**src/pin_select_pkg.sv**
```systemverilog
// Constants shared by the pin function selection logic.
// Assumes a single 40 MHz clock and a synchronous active-low reset.
package pin_select_pkg;

  // ****************************************************************
  // Pin position masks
  // ****************************************************************
  // Timer/interrupt port pins that carry a timer flip-flop output.
  localparam logic [7:0] TIMER_OUT_MASK   = 8'h64;
  // Timer/interrupt port pins that carry a capture or interrupt input.
  localparam logic [7:0] TIMER_IN_MASK    = 8'h1b;
  // Serial port pins (0..5) that carry a transmit or clock output.
  localparam logic [5:0] UART_OUT_MASK    = 6'h2d;
  // Serial-bus port pins that carry serial-bus unit outputs.
  localparam logic [7:0] SBUS_OUT_MASK    = 8'he0;

  // ****************************************************************
  // Reset values and strap encodings
  // ****************************************************************
  // Open-drain select field after reset: both pins push-pull.
  localparam logic [1:0] OD_SEL_RESET     = 2'h0;
  // Strap level meaning a 16-bit or mixed bus with muxed upper byte.
  localparam logic       STRAP_MUX16      = 1'h0;
  // Value of all registered pin outputs during reset.
  localparam logic [7:0] PIN_RESET        = 8'h00;

endpackage : pin_select_pkg

```
**src/port_pin_function_select.sv**
```systemverilog
// Pin function selection for the timer/interrupt, serial/oscillator and
// serial-bus ports, plus the fixed external bus pins.
// Assumes configuration bits arrive as steady levels synchronous to clk,
// and that pads resolve each pin from its out/oe pair.
//
// Behaviour
// - function 0 selects plain input or output
// - oscillator pins output when direction is 1
// - oscillator pin outputs are open-drain only
// - low interrupt pins deliver requests when input
// - serial-bus data pin outputs when both bits 1
// - select field picks push-pull or open-drain
// - serial-bus outputs push-pull after reset
// - strobe, indicator, chip selects pull up when released
// - low bus pins multiplex address and data 0-7
// - strap 0: upper byte muxes address and data
// - strap 1: upper byte carries address only
// - top eight bus pins output address unless bus released
module port_pin_function_select
  import pin_select_pkg::*;
(
  // Clock and reset.
  input  wire logic        clk,
  input  wire logic        reset_n,
  // Timer/interrupt port configuration and pads.
  input  wire logic [7:0]  port8_direction_reg,
  input  wire logic [7:0]  port8_function_reg,
  input  wire logic [7:0]  port8_output_latch,
  input  wire logic [7:0]  port8_pin_in,
  output logic      [7:0]  port8_pin_out,
  output logic      [7:0]  port8_pin_oe,
  output logic      [7:0]  port8_read,
  // Timer peripheral side: outputs on pins 2, 5, 6.
  input  wire logic [2:0]  timer_flipflop_output,
  output logic      [3:0]  timer_capture_input,
  output logic      [3:0]  external_interrupt_input,
  // Serial/oscillator port configuration and pads.
  input  wire logic [7:0]  port9_direction_reg,
  input  wire logic [5:0]  port9_function_reg,
  input  wire logic [7:0]  port9_output_latch,
  input  wire logic [7:0]  port9_pin_in,
  output logic      [7:0]  port9_pin_out,
  output logic      [7:0]  port9_pin_oe,
  output logic      [7:0]  port9_read,
  // Two UART channels.
  input  wire logic [1:0]  uart_transmit_pin,
  input  wire logic [1:0]  uart_clock_pin,
  output logic      [1:0]  uart_receive_pin,
  output logic      [1:0]  uart_clear_to_send_pin,
  // Serial-bus port configuration and pads.
  input  wire logic [7:0]  porta_direction_reg,
  input  wire logic [7:0]  porta_function_reg,
  input  wire logic [7:0]  porta_output_latch,
  input  wire logic [7:0]  porta_pin_in,
  output logic      [7:0]  porta_pin_out,
  output logic      [7:0]  porta_pin_oe,
  output logic      [7:0]  porta_read,
  output logic      [3:0]  porta_interrupt_req,
  // Serial-bus unit: clock, data and clock-line outputs and inputs.
  input  wire logic        sbus_sck_out,
  input  wire logic        sbus_data_out,
  input  wire logic        sbus_scl_out,
  output logic             sbus_sck_in,
  output logic             sbus_data_in,
  output logic             sbus_scl_in,
  // Open-drain select field load port.
  input  wire logic        open_drain_select_load,
  input  wire logic [1:0]  open_drain_select_field,
  output logic      [1:0]  open_drain_enable_reg,
  // Pullup control for write strobe, read/write and chip selects.
  input  wire logic        strobe_function_bit,
  input  wire logic        rw_function_bit,
  input  wire logic [3:0]  cs_function_bits,
  input  wire logic        bus_released,
  output logic             high_byte_write_strobe_pullup,
  output logic             rw_indicator_pullup,
  output logic      [3:0]  chip_select_pullup,
  // External bus.
  input  wire logic        bus_width_strap_pin,
  input  wire logic        bus_addr_phase,
  input  wire logic        bus_data_drive,
  input  wire logic [23:0] bus_address,
  input  wire logic [15:0] bus_write_data,
  input  wire logic [15:0] bus_pin_in,
  output logic      [15:0] bus_read_data,
  output logic      [23:0] bus_pin_out,
  output logic      [23:0] bus_pin_oe
);

  // ****************************************************************
  // Combinational pin selection
  // ****************************************************************
  logic [7:0]  p8_alt;     // Timer outputs placed at their pin positions.
  logic [7:0]  p8_out;     // Value selected for each timer-port pin.
  logic [5:0]  p9_alt;     // UART outputs placed at their pin positions.
  logic [7:0]  p9_out;     // Value selected for each serial-port pin.
  logic [7:0]  p9_oe;      // Drive enable for each serial-port pin.
  logic [7:0]  pa_alt;     // Serial-bus outputs at their pin positions.
  logic [7:0]  pa_val;     // Logic value wanted on each serial-bus pin.
  logic [7:0]  pa_od;      // Pins currently in open-drain drive.
  logic        strap_r;    // Bus width strap caught during reset.
  logic [1:0]  od_sel_r;   // Open-drain select field.

  assign p8_alt = {1'b0, timer_flipflop_output[2:1], 2'b00,
                   timer_flipflop_output[0], 2'b00};
  assign p9_alt = {uart_clock_pin[1], 1'b0, uart_transmit_pin[1],
                   uart_clock_pin[0], 1'b0, uart_transmit_pin[0]};
  assign pa_alt = {sbus_scl_out, sbus_data_out, sbus_sck_out, 5'b00000};

  // Each pin takes its peripheral output only when both bits are set;
  // the output latch never takes part in that choice.
  always_comb begin
    p8_out = port8_output_latch;
    p8_out = p8_out & ~(port8_function_reg & TIMER_OUT_MASK);
    p8_out = p8_out | (p8_alt & port8_function_reg & TIMER_OUT_MASK);
    p9_out = port9_output_latch;
    p9_out[5:0] = (port9_output_latch[5:0] & ~(port9_function_reg
                  & UART_OUT_MASK))
                | (p9_alt & port9_function_reg & UART_OUT_MASK);
    // Oscillator pins never drive high: out stays low, oe pulls low.
    p9_out[7:6] = 2'b00;
    p9_oe = port9_direction_reg;
    p9_oe[7:6] = port9_direction_reg[7:6]
               & ~port9_output_latch[7:6];
    pa_val = (porta_output_latch & ~(porta_function_reg & SBUS_OUT_MASK))
           | (pa_alt & porta_function_reg & SBUS_OUT_MASK);
    pa_od = {od_sel_r, 6'b000000}
          & porta_function_reg & porta_direction_reg;
  end

  // ****************************************************************
  // Captured configuration
  // ****************************************************************
  // The strap is sampled while reset is held, so a strap that settles
  // late after power-up is still seen before the first bus cycle.
  always_ff @(posedge clk) begin
    if (!reset_n) begin
      strap_r <= bus_width_strap_pin;
    end
  end

  // Open-drain select field, push-pull out of reset.
  always_ff @(posedge clk) begin
    if (!reset_n) begin
      od_sel_r <= OD_SEL_RESET;
    end else if (open_drain_select_load) begin
      od_sel_r <= open_drain_select_field;
    end
  end
  assign open_drain_enable_reg = od_sel_r;

  // ****************************************************************
  // Registered pad outputs
  // ****************************************************************
  // All pad drives are registered so they change glitch-free.
  always_ff @(posedge clk) begin
    if (!reset_n) begin
      port8_pin_out <= PIN_RESET;
      port8_pin_oe  <= PIN_RESET;
      port9_pin_out <= PIN_RESET;
      port9_pin_oe  <= PIN_RESET;
      porta_pin_out <= PIN_RESET;
      porta_pin_oe  <= PIN_RESET;
    end else begin
      port8_pin_out <= p8_out;
      port8_pin_oe  <= port8_direction_reg;
      port9_pin_out <= p9_out;
      port9_pin_oe  <= p9_oe;
      // An open-drain pin only drives when the wanted value is low.
      porta_pin_out <= pa_val & ~pa_od;
      porta_pin_oe  <= porta_direction_reg & ~(pa_od & pa_val);
    end
  end

  // ****************************************************************
  // Registered peripheral inputs and port reads
  // ****************************************************************
  // Interrupt inputs need only direction 0; capture and clear-to-send
  // inputs also need the function bit so a stray edge cannot count.
  always_ff @(posedge clk) begin
    if (!reset_n) begin
      timer_capture_input      <= 4'h0;
      external_interrupt_input <= 4'h0;
      uart_receive_pin         <= 2'h0;
      uart_clear_to_send_pin   <= 2'h0;
      porta_interrupt_req      <= 4'h0;
      sbus_sck_in              <= 1'h0;
      sbus_data_in             <= 1'h0;
      sbus_scl_in              <= 1'h0;
      port8_read               <= PIN_RESET;
      port9_read               <= PIN_RESET;
      porta_read               <= PIN_RESET;
    end else begin
      timer_capture_input <= {port8_pin_in[4:3], port8_pin_in[1:0]}
        & ~{port8_direction_reg[4:3], port8_direction_reg[1:0]}
        & {port8_function_reg[4:3], port8_function_reg[1:0]};
      external_interrupt_input <= {port8_pin_in[4:3], port8_pin_in[1:0]}
        & ~{port8_direction_reg[4:3], port8_direction_reg[1:0]};
      uart_receive_pin <= {port9_pin_in[4], port9_pin_in[1]}
        & ~{port9_direction_reg[4], port9_direction_reg[1]};
      uart_clear_to_send_pin <= {port9_pin_in[5], port9_pin_in[2]}
        & ~{port9_direction_reg[5], port9_direction_reg[2]}
        & {port9_function_reg[5], port9_function_reg[2]};
      porta_interrupt_req <= porta_pin_in[3:0]
                           & ~porta_direction_reg[3:0];
      sbus_sck_in  <= porta_pin_in[5] & ~porta_direction_reg[5]
                    & porta_function_reg[5];
      sbus_data_in <= porta_pin_in[6] & ~porta_direction_reg[6];
      sbus_scl_in  <= porta_pin_in[7] & ~porta_direction_reg[7];
      port8_read   <= port8_pin_in;
      port9_read   <= port9_pin_in;
      porta_read   <= porta_pin_in;
    end
  end

  // ****************************************************************
  // Bus control pullups
  // ****************************************************************
  // Pullups hold released control lines inactive while another master
  // owns the bus.
  always_ff @(posedge clk) begin
    if (!reset_n) begin
      high_byte_write_strobe_pullup <= 1'h0;
      rw_indicator_pullup           <= 1'h0;
      chip_select_pullup            <= 4'h0;
    end else begin
      high_byte_write_strobe_pullup <= strobe_function_bit
                                     & bus_released;
      rw_indicator_pullup <= rw_function_bit & bus_released;
      chip_select_pullup  <= cs_function_bits
                           & {4{bus_released}};
    end
  end

  // ****************************************************************
  // External bus pins
  // ****************************************************************
  // Address drives in the address phase; data drives only on writes.
  // All bus pins float while the bus is released.
  always_ff @(posedge clk) begin
    if (!reset_n) begin
      bus_pin_out   <= 24'h000000;
      bus_pin_oe    <= 24'h000000;
      bus_read_data <= 16'h0000;
    end else begin
      bus_pin_out[7:0] <= bus_addr_phase ? bus_address[7:0]
                                         : bus_write_data[7:0];
      bus_pin_oe[7:0]  <= {8{~bus_released
                          & (bus_addr_phase | bus_data_drive)}};
      if (strap_r == STRAP_MUX16) begin
        bus_pin_out[15:8] <= bus_addr_phase ? bus_address[15:8]
                                            : bus_write_data[15:8];
        bus_pin_oe[15:8]  <= {8{~bus_released
                             & (bus_addr_phase | bus_data_drive)}};
      end else begin
        bus_pin_out[15:8] <= bus_address[15:8];
        bus_pin_oe[15:8]  <= {8{~bus_released}};
      end
      bus_pin_out[23:16] <= bus_address[23:16];
      bus_pin_oe[23:16]  <= {8{~bus_released}};
      bus_read_data[7:0] <= bus_pin_in[7:0];
      bus_read_data[15:8] <= (strap_r == STRAP_MUX16)
                           ? bus_pin_in[15:8] : 8'h00;
    end
  end
endmodule : port_pin_function_select

```
**config.mk**
```make
export PLATFORM = sky130hd
export DESIGN_NAME = port_pin_function_select
export DESIGN_NICKNAME = d
export VERILOG_FILES = /design/src/pin_select_pkg.sv /design/src/port_pin_function_select.sv
export SDC_FILE = /design/constraint.sdc
export NUM_CORES = 1
export LEC_CHECK = 0
export ABC_AREA = 1
export BUFFER_PORTS_ARGS = -buffer_cell sky130_fd_sc_hd__buf_2
export CAP_MARGIN = 20
export CORE_AREA = 4 4 128 130
export DETAILED_ROUTE_END_ITERATION = 10
export DIE_AREA = 0 0 132 134
export GPL_TIMING_DRIVEN = 0
export HOLD_SLACK_MARGIN = 0.02
export PLACE_DENSITY_LB_ADDON = 0.3
export SYNTH_ARGS = -nofsm -noshare
export SYNTH_HDL_FRONTEND = slang
export SYNTH_SLANG_ARGS = --single-unit
export TNS_END_PERCENT = 30
```
**constraint.sdc**
```tcl
create_clock -name clk -period 0.95 [get_ports clk]
set_input_delay 0.1425 -clock clk [delete_from_list [all_inputs] [get_ports clk]]
set_output_delay 0.1425 -clock clk [all_outputs]
set_load 0.02 [all_outputs]
```
==> impl.org <==
** Synth
- Sorting the synthesized cells by how often they occur yields dfxtp_1, inv_1, nand2_1.
- YS warnings :: 0
- The synthesized design contains 141 register bits.
- Post-synthesis async set-or-reset flop share :: 0%
- A synthesized cell averages 8.69 µm².
- The most used flip-flop cell after synthesis is dfxtp_1.
- Post-synthesis sequential area ratio :: 64.3%
- Cell type contributing the most total cell area after synthesis :: dfxtp_1
- Summing every instance area after synthesis gives 4400 µm².
- After synthesis, the netlist uses 17 different library cells.
- Portion of synthesized cell area occupied by the leading cell type :: 63.6%
- In the synthesized netlist, the number of instances is 507.
- Ranked by total cell area, the synthesized netlist is headed by dfxtp_1, inv_1, nand2_1.
- Number of enable flip-flop cells after synthesis :: 1
- dfxtp_1 is the most common cell in the netlist.

** Floorplanning
- IO Pins :: 338
- Effective utilization at floorplan :: 29.1%
- The floorplan has 45 rows.
- Die X-Extent :: 132 µm
- Vertical die dimension :: 134 µm
- Core footprint :: 15100 µm²
- The floorplan step defined a die boundary enclosing 17700 µm².

** Drt
- The pre-antenna-repair detailed-routing pass consisted of 6 iterations.
- Remaining antenna violation count after routing :: 0
- After detailed routing, the number of vias per cell comes to 4.13.
- DRC violations left :: 0
- Total wire length after detailed routing :: 18.7 mm
- The detailed router placed 5052 vias in this run.
- Number of design-rule violations left by the first detailed-router iteration :: 138
- Routed wirelength normalized by instance count :: 15.3 µm

** Placement
- Cells after DPL :: 1022
- Detailed placement HPWL :: 10.5 mm
- Area after detailed placement :: 6270 µm²
- RD Place Congestion :: 0.744
- Port buffering added 326 buffers.

** Final layout
- Layout cells sized above 1 :: 54.0%
- Final Non-Filler Cells :: 1222
- Most flop-heavy register :: bus_pin_out
- The register with the most flip-flops in the layout has 24 of them.
- In the final layout, flip-flops and latches occupy 3020 µm².
- Number of nets in the layout :: 1194
- Utilization of the core after routing :: 65.0%
- Final Instance Area :: 9840 µm²
- Multi-input logic area :: 941 µm²
- Top Registers :: bus_pin_out x24, bus_read_data x16
- The filler cells instantiated in the layout total 1078.
- Area overhead of the layout relative to synthesis :: 123%

** Timing
- Top achievable clock speed :: 841 MHz
- Setup slack on the critical path of the routed design comes to -0.239 ns.
- The count of final max-slew check failures came to 0.
- For the finished layout, the period the worst path requires is 1.19 ns.
- In the finished design, the share of the clock period the worst path needs comes to 125%.
- Final hold violation count :: 0
- Across all hold checks on the routed design, the worst slack comes to 0.0667 ns.
- The clock arrives with 0.00538 ns of skew.
- Unrepaired setup endpoints after global routing :: true
- Final count of negative-setup-slack endpoints :: 169

** Clock network
- The tree is rooted in a clkbuf_16.
- Clock H-tree levels :: 4
- After clock tree synthesis, the clock-pin slew on the worst setup and hold paths is 0.06 ns.
- TritonCTS built the clock tree.
- For the worst-skew pair, the clock arrives at the later sink with an insertion delay of 0.40 ns.
- Buffer levels on the longest clock path :: 2
- CTS sink cnt :: 141
- Number of clock buffers inserted by TritonCTS :: 17

** Setup path
- Start of the worst register-to-register path :: strap_r
- Classification of the worst setup path :: flip-flop to primary output
- CP peak stage delay :: 0.42 ns
- Along the worst path, the maximum fanout reaches 8.
- Dominant delay contributor by cell family on the critical path :: flip-flops
- Setup crit start :: bus_pin_oe[7]
- The slowest stage of the critical path belongs to the cell dfxtp_4.
- Most prevalent standard cell on the critical path :: buf_6
- The signal on the critical path passes through buf_6 > buf_6.
- STA puts the critical path data arrival time at 1.05 ns.
- Counting both buffers and inverters, the worst setup path holds a total of 2.
- STA classifies the critical path endpoint as a primary output.
- Data required time at the worst endpoint :: 0.81 ns
- Element type at the critical path start :: flip-flop

** Pwr
- Areal power density over the cells :: 1660 nW/µm²
- The share of total power dissipated in the clock network is 42.7%.
- Sw Pwr :: 4.07 mW
- Proportion of power drawn by combinational gates :: 17.6%
- Across the VDD grid, the largest voltage drop is 1.21 mV.
- Flop pwr share :: 39.6%
- Sw frac :: 24.9%
- For this design the static power due to leakage is 5.28 nW.
- The internal portion of the total power is 12.3 mW.

** GRT
- Aggregate global routing overflow :: 0
- Wire length of the first global-routing pass :: 29.0 mm
- Vias in the first global route :: 5704
- Pin count of the biggest net entering global routing :: 17
- Global routing used 20.8% of the available tracks.
- The initial antenna violation count came to 2.

** Job
- Maxcap violations :: 0

** Hold path
- Hold_sp :: bus_write_data[15]
- The tightest min-delay check is of the input pin to flip-flop type.

** Run status
- Failing checks :: negative setup slack
- The run finished, with violations left.
==> metal layers <==
layer  vias up  wire, µm  track usage (%)
met2       260      9800             38.1
met3        54      1680             7.95
met1      2288      6380             20.0
met4         0       793             11.8
li1       2450         -                -
met5         -         0                0
==> cells by family after synthesis <==
logic type	after synthesis	share of synthesized area, %
AO/OA/AOI/OAI	21	2.39
other	1	0.0851
buffers and inverters	149	15.4
flip-flops	141	64.3
AND/OR/NAND/NOR	195	17.8
==> layout by cell type, fill, tap and decap left out, drive strengths merged <==
cell         synthesis  routed
nor3                 3       3
nand2               97      97
dlygate4sd3          0     162
dfxtp              140     140
nor2                85      85
buf                 37     367
nand3                6       6
bufinv               0       3
diode                0       2
conb                 1       2
o21ai               20      20
clkinv               0       1
clkinvlp             0       4
inv                112     115
nor3b                4       4
a21oi                1       1
edfxtp               1       1
clkbuf               0      21
==> path summary, 6_finish.rpt <==
check | to | slack [ns] | cells after the start
setup / recovery | bus_pin_oe[7] | -0.24 | 2
hold / removal | bus_pin_out[15] | 0.07 | 5
setup reg to reg | bus_pin_out[14] | -0.07 | 5
hold reg to reg | open_drain_enable_reg[0] | 0.54 | 2
==> through the flow <==
| stage | setup WS (ns) | power [mW] | setup TNS, ns |
|---|---|---|---|
| after floorplan | -0.00553 | 7.40 | -0.0111 |
| after global placement | -0.106 | 8.22 | -0.611 |
| after detailed placement | -0.100 | 8.24 | -1.00 |
| after CTS | -0.255 | 16.3 | -14.68 |
| after global routing | -0.293 | 17.0 | -17.09 |
| final | -0.239 | 16.3 | -10.49 |
==> power by group through the flow <==
stage / Clock, mW / Combinational (mW) / Sequential (mW)
floorplan: 0 / 0.519 / 6.88
global placement: 0 / 1.76 / 6.45
detailed placement: 0 / 1.78 / 6.46
CTS: 7.10 / 2.76 / 6.47
global route: 7.39 / 3.07 / 6.51
finish: 6.98 / 2.88 / 6.48
==> tightest hold or removal path, stage by stage <==
cell and delay, ns:
buf_2 0.08, inv_1 0.04, nand2_2 0.05, nand2_1 0.05, nor2_1 0.07
==> layout make-up <==
class                      count  share of cell area (%)
buffer                        37                    3.13
timing repair buffer         492                    43.6
multi-input combinational    218                    9.56
antenna                        2                  0.0509
clock inverter                11                    1.58
inverter                     112                    4.27
clock buffer                  21                    4.78
tap                          188                    2.39
sequential                   141                    30.6
==> repair_timing <==
| action | 4_1_cts | 5_1_grt |
|---|---|---|
| cloned | 1 | 0 |
| hold buffers | 162 | 0 |
| endpoints found under the hold margin | 140 | 0 |
| endpoints found under the setup margin | 169 | 177 |
| pin swaps | 1 | 1 |
| gates resized for setup | 464 | 30 |
| buffers inserted | 2 | 1 |
Note: power is estimated with default switching activity, not from simulation.
